--- config.mk ---
export PLATFORM = sky130hd
export DESIGN_NAME = drs_dma_top
export DESIGN_NICKNAME = d
export VERILOG_FILES = /design/src/inc/drs_pkg.sv /design/src/design/drs_dma_top.sv /design/src/design/drs_prio_arb.sv
export SDC_FILE = /design/constraint.sdc
export NUM_CORES = 1
export LEC_CHECK = 0
export ABC_AREA = 1
export CAP_MARGIN = 20
export CORE_AREA = 2 2 179 268
export DETAILED_ROUTE_END_ITERATION = 8
export DIE_AREA = 0 0 181 270
export DONT_BUFFER_PORTS = 1
export GPL_TIMING_DRIVEN = 1
export HOLD_SLACK_MARGIN = 0.08
export PLACE_DENSITY_LB_ADDON = 0.12
export SYNTH_ARGS = -nofsm -noshare
export SYNTH_HDL_FRONTEND = slang
export SYNTH_SLANG_ARGS = --single-unit
--- constraint.sdc ---
create_clock -name clock -period 2.48 [get_ports clock]
set_input_delay 0.248 -clock clock [delete_from_list [all_inputs] [get_ports clock]]
set_output_delay 0.248 -clock clock [all_outputs]
set_load 0.03 [all_outputs]
--- src/inc/drs_pkg.sv ---
package drs_pkg;
	// register bus geometry and map
	localparam int ADDR_W = 8;
	localparam logic [7:0] OFF_SEL01 = 8'h00;
	localparam logic [7:0] OFF_SEL23 = 8'h04;
	localparam logic [7:0] OFF_OPREG = 8'h08;
	localparam logic [7:0] OFF_CTL_BASE = 8'h10;
	localparam logic [7:0] OFF_CNT_BASE = 8'h20;
	localparam logic [15:0] SEL_RESET = 16'h0000;
	// selector layout
	localparam int SEL_ODD_LO = 8;
	localparam int SEL_CODE_W = 8;
	// channel control layout
	localparam int CTL_W = 12;
	localparam int CTL_EN = 0;
	localparam int CTL_TE = 1;
	localparam int CTL_IE = 2;
	localparam int CTL_TS_LO = 3;
	localparam int CTL_BURST = 5;
	localparam int CTL_RS_LO = 8;
	localparam logic [11:0] CTL_RESET = 12'h000;
	// operation register layout
	localparam int OP_ME = 0;
	localparam int OP_NMI = 1;
	localparam int OP_AE = 2;
	localparam int OP_PR_LO = 8;
	// transfer count
	localparam int CNT_W = 24;
	localparam logic [23:0] CNT_RESET = 24'h000000;
	localparam logic [23:0] CNT_ONE = 24'h000001;
	// resource select codes
	localparam logic [3:0] RS_EXT = 4'h0;
	localparam logic [3:0] RS_AUTO = 4'h4;
	localparam logic [3:0] RS_PERIPH = 4'h8;
	// peripheral module and register identifiers
	localparam logic [5:0] MID_PORT0 = 6'h08;
	localparam logic [5:0] MID_PORT1 = 6'h09;
	localparam logic [5:0] MID_PORT2 = 6'h0A;
	localparam logic [5:0] MID_SIFM = 6'h14;
	localparam logic [1:0] RID_TX = 2'h1;
	localparam logic [1:0] RID_RX = 2'h2;
	// priority modes
	localparam logic [1:0] PRI_FIXED0 = 2'h0;
	localparam logic [1:0] PRI_FIXED1 = 2'h1;
	localparam logic [1:0] PRI_RR = 2'h3;
	localparam logic [1:0] LAST_RESET = 2'h3;
	// transfer sequencer states, gray along idle-busy
	typedef enum logic [1:0] {
		ST_IDLE = 2'b00,
		ST_BUSY = 2'b01
	} drs_state_type;
endpackage

--- src/design/drs_dma_top.sv ---
`timescale 1ns/1ns
module drs_dma_top (
	// clock and reset
	input wire logic clock,
	input wire logic rst_b,
	input wire logic ce,
	// register port
	input wire logic [7:0] addr,
	input wire logic [31:0] wr_data,
	input wire logic wr_en,
	input wire logic rd_en,
	output logic [31:0] rd_data,
	// request sources
	input wire logic [1:0] ext_req,
	input wire logic [3:0] periph_tx_req,
	input wire logic [3:0] periph_rx_req,
	// system events
	input wire logic nmi_in,
	// transfer bus side
	input wire logic unit_done,
	input wire logic addr_err,
	output logic unit_req,
	output logic [1:0] unit_ch,
	output logic [1:0] unit_size,
	output logic unit_burst,
	// cpu interrupts
	output logic [3:0] transfer_end_interrupt
);
	typedef struct packed {
		logic [15:0] sel01;
		logic [15:0] sel23;
		logic [3:0][11:0] ctl;
		logic [3:0][23:0] cnt;
		logic master_enable;
		logic nmi_flag;
		logic address_error_flag;
		logic nmi_seen;
		logic ae_seen;
		logic [1:0] pri;
		drs_pkg::drs_state_type st;
		logic [1:0] ch;
		logic [1:0] last;
		logic xfer;
		logic [1:0] size;
		logic burst;
		logic [3:0] irq;
		logic [31:0] rdata;
	} drs_top_state_type;

	drs_top_state_type s_q;
	drs_top_state_type s_d;
	logic [3:0] chan_ok;
	logic [3:0] raw_req;
	logic [3:0] req_vec;
	logic grant_valid;
	logic [1:0] grant_ch;
	logic [23:0] cnt_cur;
	logic [23:0] cnt_next;

	// eight-bit source code for a channel from the selector pair
	function automatic logic [7:0] sel_code(input logic [15:0] s01, input logic [15:0] s23,
		input logic [1:0] ch);
		logic [15:0] s;
		s = ch[1] ? s23 : s01;
		return ch[0] ? s[drs_pkg::SEL_ODD_LO +: drs_pkg::SEL_CODE_W]
			: s[0 +: drs_pkg::SEL_CODE_W];
	endfunction

	// request line picked out by module and register identifiers
	function automatic logic periph_hit(input logic [7:0] code, input logic [3:0] tx,
		input logic [3:0] rx);
		logic [3:0] onehot;
		logic hit;
		case (code[7:2])
			drs_pkg::MID_PORT0: onehot = 4'h1;
			drs_pkg::MID_PORT1: onehot = 4'h2;
			drs_pkg::MID_PORT2: onehot = 4'h4;
			drs_pkg::MID_SIFM: onehot = 4'h8;
			default: onehot = 4'h0;
		endcase
		// other lines are masked away entirely
		case (code[1:0])
			drs_pkg::RID_TX: hit = |(onehot & tx);
			drs_pkg::RID_RX: hit = |(onehot & rx);
			default: hit = 1'b0;
		endcase
		return hit;
	endfunction

	// word address of a per-channel register
	function automatic logic [7:0] ch_addr(input logic [7:0] base, input logic [1:0] ch);
		return 8'(base + {4'h0, ch, 2'b00});
	endfunction

	// enable qualification and request source selection per channel
	always_comb begin
		for (int i = 0; i < 4; i++) begin
			chan_ok[i] = s_q.ctl[i][drs_pkg::CTL_EN] & s_q.master_enable
				& ~s_q.ctl[i][drs_pkg::CTL_TE] & ~s_q.address_error_flag
				& ~s_q.nmi_flag;
			case (s_q.ctl[i][drs_pkg::CTL_RS_LO +: 4])
				drs_pkg::RS_AUTO: raw_req[i] = 1'b1;
				// pins only reach the two low channels
				drs_pkg::RS_EXT: raw_req[i] = (i < 2) ? ext_req[i % 2] : 1'b0;
				drs_pkg::RS_PERIPH: raw_req[i] = periph_hit(sel_code(s_q.sel01, s_q.sel23,
					2'(i)), periph_tx_req, periph_rx_req);
				default: raw_req[i] = 1'b0;
			endcase
		end
		req_vec = chan_ok & raw_req;
	end

	drs_prio_arb u_arb (
		.req(req_vec),
		.mode(s_q.pri),
		.last(s_q.last),
		.grant_valid(grant_valid),
		.grant_ch(grant_ch)
	);

	assign cnt_cur = s_q.cnt[s_q.ch];
	assign cnt_next = 24'(cnt_cur - drs_pkg::CNT_ONE);

	// next state: hardware sequencing first, software writes, then flag sets
	always_comb begin
		s_d = s_q;
		s_d.irq = 4'h0;
		s_d.rdata = 32'h0000_0000;
		// sequencer
		case (s_q.st)
			drs_pkg::ST_IDLE: begin
				if (grant_valid) begin
					s_d.st = drs_pkg::ST_BUSY;
					s_d.ch = grant_ch;
					s_d.xfer = 1'b1;
					s_d.size = s_q.ctl[grant_ch][drs_pkg::CTL_TS_LO +: 2];
					s_d.burst = s_q.ctl[grant_ch][drs_pkg::CTL_BURST];
				end
			end
			drs_pkg::ST_BUSY: begin
				if (addr_err) begin
					// bus fault kills the unit at once
					s_d.st = drs_pkg::ST_IDLE;
					s_d.xfer = 1'b0;
				end else if (unit_done) begin
					s_d.cnt[s_q.ch] = cnt_next;
					s_d.last = s_q.ch;
					if (cnt_next == drs_pkg::CNT_RESET) begin
						s_d.ctl[s_q.ch][drs_pkg::CTL_TE] = 1'b1;
						s_d.st = drs_pkg::ST_IDLE;
						s_d.xfer = 1'b0;
					end else if (s_q.burst && req_vec[s_q.ch] && !nmi_in) begin
						// burst keeps the bus for the next unit
						s_d.st = drs_pkg::ST_BUSY;
					end else begin
						// cycle steal hands the bus back each unit
						s_d.st = drs_pkg::ST_IDLE;
						s_d.xfer = 1'b0;
					end
				end else if (!s_q.master_enable || !s_q.ctl[s_q.ch][drs_pkg::CTL_EN]) begin
					s_d.st = drs_pkg::ST_IDLE;
					s_d.xfer = 1'b0;
				end
			end
			default: begin
				s_d.st = drs_pkg::ST_IDLE;
				s_d.xfer = 1'b0;
			end
		endcase
		// register writes
		if (wr_en) begin
			if (addr == drs_pkg::OFF_SEL01)
				s_d.sel01 = wr_data[15:0];
			if (addr == drs_pkg::OFF_SEL23)
				s_d.sel23 = wr_data[15:0];
			if (addr == drs_pkg::OFF_OPREG) begin
				s_d.master_enable = wr_data[drs_pkg::OP_ME];
				s_d.pri = wr_data[drs_pkg::OP_PR_LO +: 2];
				// writing 1 never sets; 0 clears only after a read of 1
				if (!wr_data[drs_pkg::OP_NMI] && s_q.nmi_seen) begin
					s_d.nmi_flag = 1'b0;
					s_d.nmi_seen = 1'b0;
				end
				if (!wr_data[drs_pkg::OP_AE] && s_q.ae_seen) begin
					s_d.address_error_flag = 1'b0;
					s_d.ae_seen = 1'b0;
				end
			end
			for (int i = 0; i < 4; i++) begin
				if (addr == ch_addr(drs_pkg::OFF_CTL_BASE, 2'(i))) begin
					s_d.ctl[i] = {wr_data[11:2], s_q.ctl[i][drs_pkg::CTL_TE]
						& wr_data[drs_pkg::CTL_TE], wr_data[drs_pkg::CTL_EN]};
				end
				if (addr == ch_addr(drs_pkg::OFF_CNT_BASE, 2'(i)))
					s_d.cnt[i] = wr_data[23:0];
			end
		end
		// a completion in the clear cycle still sets the end flag
		if (s_q.st == drs_pkg::ST_BUSY && !addr_err && unit_done
			&& cnt_next == drs_pkg::CNT_RESET)
			s_d.ctl[s_q.ch][drs_pkg::CTL_TE] = 1'b1;
		// event flags: set beats clear, nmi flags even when idle
		if (nmi_in)
			s_d.nmi_flag = 1'b1;
		if (addr_err && s_q.st == drs_pkg::ST_BUSY)
			s_d.address_error_flag = 1'b1;
		// reads
		if (rd_en) begin
			if (addr == drs_pkg::OFF_SEL01)
				s_d.rdata = {16'h0000, s_q.sel01};
			if (addr == drs_pkg::OFF_SEL23)
				s_d.rdata = {16'h0000, s_q.sel23};
			if (addr == drs_pkg::OFF_OPREG) begin
				s_d.rdata = {22'h000000, s_q.pri, 5'h00, s_q.address_error_flag,
					s_q.nmi_flag, s_q.master_enable};
				// arm the clear for flags seen at 1
				if (s_q.nmi_flag)
					s_d.nmi_seen = 1'b1;
				if (s_q.address_error_flag)
					s_d.ae_seen = 1'b1;
			end
			for (int i = 0; i < 4; i++) begin
				if (addr == ch_addr(drs_pkg::OFF_CTL_BASE, 2'(i)))
					s_d.rdata = {20'h00000, s_q.ctl[i]};
				if (addr == ch_addr(drs_pkg::OFF_CNT_BASE, 2'(i)))
					s_d.rdata = {8'h00, s_q.cnt[i]};
			end
		end
		// completion interrupt is a level while end flag and enable stand
		for (int i = 0; i < 4; i++)
			s_d.irq[i] = s_d.ctl[i][drs_pkg::CTL_TE] & s_d.ctl[i][drs_pkg::CTL_IE];
	end

	// single state register; clock enable low freezes everything
	always_ff @(posedge clock or negedge rst_b) begin
		if (!rst_b) begin
			s_q.sel01 <= drs_pkg::SEL_RESET;
			s_q.sel23 <= drs_pkg::SEL_RESET;
			s_q.ctl <= {4{drs_pkg::CTL_RESET}};
			s_q.cnt <= {4{drs_pkg::CNT_RESET}};
			s_q.master_enable <= 1'b0;
			s_q.nmi_flag <= 1'b0;
			s_q.address_error_flag <= 1'b0;
			s_q.nmi_seen <= 1'b0;
			s_q.ae_seen <= 1'b0;
			s_q.pri <= drs_pkg::PRI_FIXED0;
			s_q.st <= drs_pkg::ST_IDLE;
			s_q.ch <= 2'h0;
			s_q.last <= drs_pkg::LAST_RESET;
			s_q.xfer <= 1'b0;
			s_q.size <= 2'h0;
			s_q.burst <= 1'b0;
			s_q.irq <= 4'h0;
			s_q.rdata <= 32'h0000_0000;
		end else if (ce) begin
			s_q <= s_d;
		end
	end

	// outputs straight from the state register
	assign rd_data = s_q.rdata;
	assign unit_req = s_q.xfer;
	assign unit_ch = s_q.ch;
	assign unit_size = s_q.size;
	assign unit_burst = s_q.burst;
	assign transfer_end_interrupt = s_q.irq;
endmodule // drs_dma_top

--- src/design/drs_prio_arb.sv ---
`timescale 1ns/1ns
module drs_prio_arb (
	// requests and mode
	input wire logic [3:0] req,
	input wire logic [1:0] mode,
	input wire logic [1:0] last,
	// grant
	output logic grant_valid,
	output logic [1:0] grant_ch
);
	// channel at position k of the current priority order
	function automatic logic [1:0] order_at(input logic [1:0] m, input logic [1:0] l,
		input logic [1:0] k);
		logic [1:0] r;
		r = k;
		case (m)
			drs_pkg::PRI_FIXED1: begin
				// 0 > 2 > 3 > 1
				case (k)
					2'h0: r = 2'h0;
					2'h1: r = 2'h2;
					2'h2: r = 2'h3;
					default: r = 2'h1;
				endcase
			end
			// last served drops to the bottom; rotation wraps in 2 bits
			drs_pkg::PRI_RR: r = 2'(l + k + 2'h1);
			// prohibited 10 falls back to plain fixed order
			default: r = k;
		endcase
		return r;
	endfunction

	// scan from the bottom of the order up, last requester found wins
	always_comb begin
		grant_valid = 1'b0;
		grant_ch = 2'h0;
		for (int k = 3; k >= 0; k--) begin
			if (req[order_at(mode, last, 2'(k))]) begin
				grant_valid = 1'b1;
				grant_ch = order_at(mode, last, 2'(k));
			end
		end
	end
endmodule // drs_prio_arb

==> metrics.md <==
| Metric | Value |
|---|---|
| Outcome | finished with violations |
| Violated checks | negative hold slack, negative setup slack |
| Crit path DAT | around 3.4 ns |
| Worst reg-to-reg path cell count | 18 |
| Routed Antenna Nets | 0 |
| Clock Skews | roughly 0.011 ns |
| Initial Util | 0.2959 |
| Min-Delay Path Class | in -> async |
| Flop2flop setup slack | -0.46 ns |
| Clk buf depth | 3 |
| Largest family of logic cells by synthesized area | compound AO/OA/AOI/OAI gates |
| Number of antenna violations at the first check in global routing | 1 |
| Core box area | approximately 47,000 um2 |
| Warnings from Yosys | 0 |
| Num CTS Buffers | 26 |
| Commonest non-fill, non-tap cells in the layout | buf_4, nand2_1, inv_1, dfrtp_1, o21ai_0 |
| Adder-cell area share of the yosys netlist | 0.009073 |
| Final setup vio count | 58 |
| Synth Area in XOR/XNOR | 0.006986 |
| Vias | 15,200 |
| GRT overflow | 0 |
| Avg WL per Cell | roughly 24 um |
| Seq/Total Area, Yosys | 0.3994 |
| DR iter-0 viols | a little over 900 |
| # DRC | 0 |
| VDD IR max | between 0.6 and 0.7 mV |
| Syn Area/Cell | roughly 7.3 um2 |
| Worst-path clk slew | roughly 0.07 ns |
| Setup CP Type | reg -> reg |
| Final hold vios | 220 |
| Yosys cell types | between 40 and 50 |
| Simple-gate share of the synthesized area | 0.2149 |
| Die X | approximately 180 um |
| CP max FO | 7 |
| Worst Tran Pin Value | between 0.7 and 0.8 ns |
| Placement Cell Area | between 15,000 and 20,000 um2 |
| # rows | 97 |
| Nets | around 2,300 |
| Vias/cell | approximately 5.3 |
| PnR Total Power | between 15,000 and 20,000 uW |
| Total GRT Usage | 0.2728 |
| PD cells | between 900 and 1000 nW/um2 |
| LEAKAGE | just over 0.009 uW |
| Final Max Tran Viols | 0 |
| Top FF cell, synth | dfrtp_1 |
| Async set-reset flop share out of synthesis | 1.000 |
| Cts hold-fix bufs | 24 |
| Die Ht | between 200 and 300 um |
| Min Hold Slack | -0.6012 ns |
| RSZ-0062 raised after global routing | yes |
| Synth-to-Final Area Change | 43.46% |
| Critical Path Sink | unit_req |
| Setup TNS Final | -7.571 ns |
| #FFs+latches synth | 220 |
| Mux share of post-synthesis cell area | 0 |
| R2r startpoint | unit_ch[0] |
| Final Cell Area | roughly 20,000 um2 |
| Total iterations of the first detailed-routing run | 5 |
| Setup crit end kind | flip-flop |
| CTS tree | yes |
| Post-synthesis compound-gate area fraction | 0.2504 |
| FMAX | approximately 340 MHz |
| Period minus WS final | around 3 ns |
| Number of flops mapped to enable cells by yosys | 0 |
| Fillers | around 4,800 |
| Share of cells above drive strength 1 | 0.3301 |
| Required @ worst endpoint | just under 3 ns |
| Max-cap violation count | 0 |
| # H-tree levels | 1 |
| IO buf count | 0 |
| Clock latency on the worst-skew pair | approximately 0.56 ns |
| I/O pins | 100 |
| Register area | ~5500 um2 |
| Mapped Area | about 14,000 um2 |
| Syn Inst Count | around 1,900 |
| Setup WS post-layout | -0.4598 ns |
| Critical path origin | unit_ch[0] |
| Startpoint Class | flip-flop |
| DP Wirelength | about 50 mm |
| CTS Root Cell | clkbuf_16 |
| Post-detailed-routing wire length | slightly below 70 mm |
| Vias in the first global route | about 15,000 |
| Fin crit share | 1.185 |
| Largest net degree at the start of global routing | 221 |
| Area of the multi-input gates | 7873 um2 |
| Slew HR | 0.5287 |
| Most common cell after layout, fill and taps aside | buf_4 |
| Reg2reg end | unit_req |
| Die ar. | slightly below 50,000 um2 |
| First-pass GRT wire length | 99.62 mm |
| GPL Wtd Cong | between 0.9 and 1 |
| Sink Count | 220 |
==> synth_stat cells (10+ instances only) <==
cell / number / area, um2
inv_1: 243 / 912.1
nor3_2: 17 / 170.2
o221ai_1: 24 / 210.2
a21oi_1: 53 / 265.3
o22ai_1: 66 / 412.9
inv_2: 15 / 56.30
buf_4: 43 / 322.8
a22oi_1: 14 / 105.1
nand3_1: 83 / 415.4
a221oi_1: 66 / 578.1
nand2_1: 377 / 1415
o211ai_1: 28 / 210.2
nor3_1: 11 / 55.05
nand4_1: 19 / 118.9
dfrtp_1: 218 / 5455
o2111ai_1: 15 / 131.4
ha_1: 10 / 125.1
nor2_1: 157 / 589.3
clkinv_1: 10 / 37.54
o21ai_0: 265 / 1326
clkbuf_1: 68 / 255.2
xor2_1: 10 / 87.58
==> repair_timing <==
item | 4_1_cts | 5_1_grt
setup endpoints to repair | 90 | 94
endpoints found under the hold margin | 379 | 220
pin swaps | 70 | 101
cloned | 2 | 1
gates resized for setup | 170 | 227
buffers inserted | 45 | 35
==> flip-flops by register name, summed over array words and instances (netlist names) <==
name / count
s_q: 186
rd_data: 24
transfer_end_interrupt: 4
unit_ch: 2
unit_size: 2
unit_burst: 1
unit_req: 1
==> worst min-delay path by stage <==
| stage | startpoint | to | slack, ns |
|---|---|---|---|
| finish | rst_b | s_q[114] | -0.60 |
| global route | rst_b | s_q[114] | -0.62 |
| CTS | rst_b | s_q[114] | -0.63 |
| detailed placement | rst_b | s_q[114] | -0.03 |
| global placement | rst_b | s_q[116] | -0.03 |
| floorplan | rst_b | rd_data[0] | -0.05 |
==> layout make-up <==
class	count	area share
clock inverter	4	0.001138
timing repair buffer	455	0.1933
multi-input combinational	1280	0.3979
sequential	220	0.2785
antenna	2	0.0002530
inverter	268	0.05186
tap	594	0.03757
clock buffer	39	0.03946
==> cell families (layout without fill, tap and decap cells) <==
group           after synthesis  in the layout
simple gates                691            692
xor+xnor                     11             11
flops                       220            220
other cells                   1             10
fa+ha+maj                    10             10
compound gates              559            559
buf+inv                     387            766
==> power breakdown <==
group | internal, uW | leakage [uW] | switching [uW] | total (uW)
Clock | 2150 | 0.000395 | 1640 | 3780
Sequential | 4170 | 0.00290 | 414 | 4580
Combinational | 4750 | 0.00577 | 5770 | 10500
Total | 11100 | 0.00907 | 7820 | 18900
==> metal layers <==
metal,GRT usage,up-vias,share of wire
met3,0.02602,197,0.037
met2,0.5112,450,0.53
met1,0.2917,7426,0.36
li1,-,7129,-
met5,0,-,0
met4,0.1709,0,0.075
==> stage by stage <==
stage | util | worst slack, ns | hold slack, ns | instances
floorplan | - | 0.003261 | -0.04759 | 1886
detailed placement | 0.3588 | -0.7624 | -0.02851 | 2719
global route | 0.4244 | -0.6181 | -0.6173 | 2860
global placement | 0.3588 | -0.7070 | -0.02663 | 2719
finish | 0.4245 | -0.4598 | -0.6012 | 2862
CTS | 0.4014 | -0.4506 | -0.6260 | 2832
==> worst max-delay path, stage by stage (launching register included) <==
cell      delay, ns
dfrtp_2        0.45
clkinv_4       0.14
nand2_8        0.13
buf_4          0.15
nor2_1         0.05
nor3_2         0.16
buf_4          0.16
inv_2          0.05
nor2_4         0.18
nand3_4        0.14
buf_6          0.16
xor2_4         0.17
nand4_1        0.17
nor3_4         0.25
nand2_4        0.16
nand2_2        0.11
nand3_2        0.05
nand2_1        0.08
nand2_1        0.06
No activity file was read; power rests on OpenSTA's default activity.
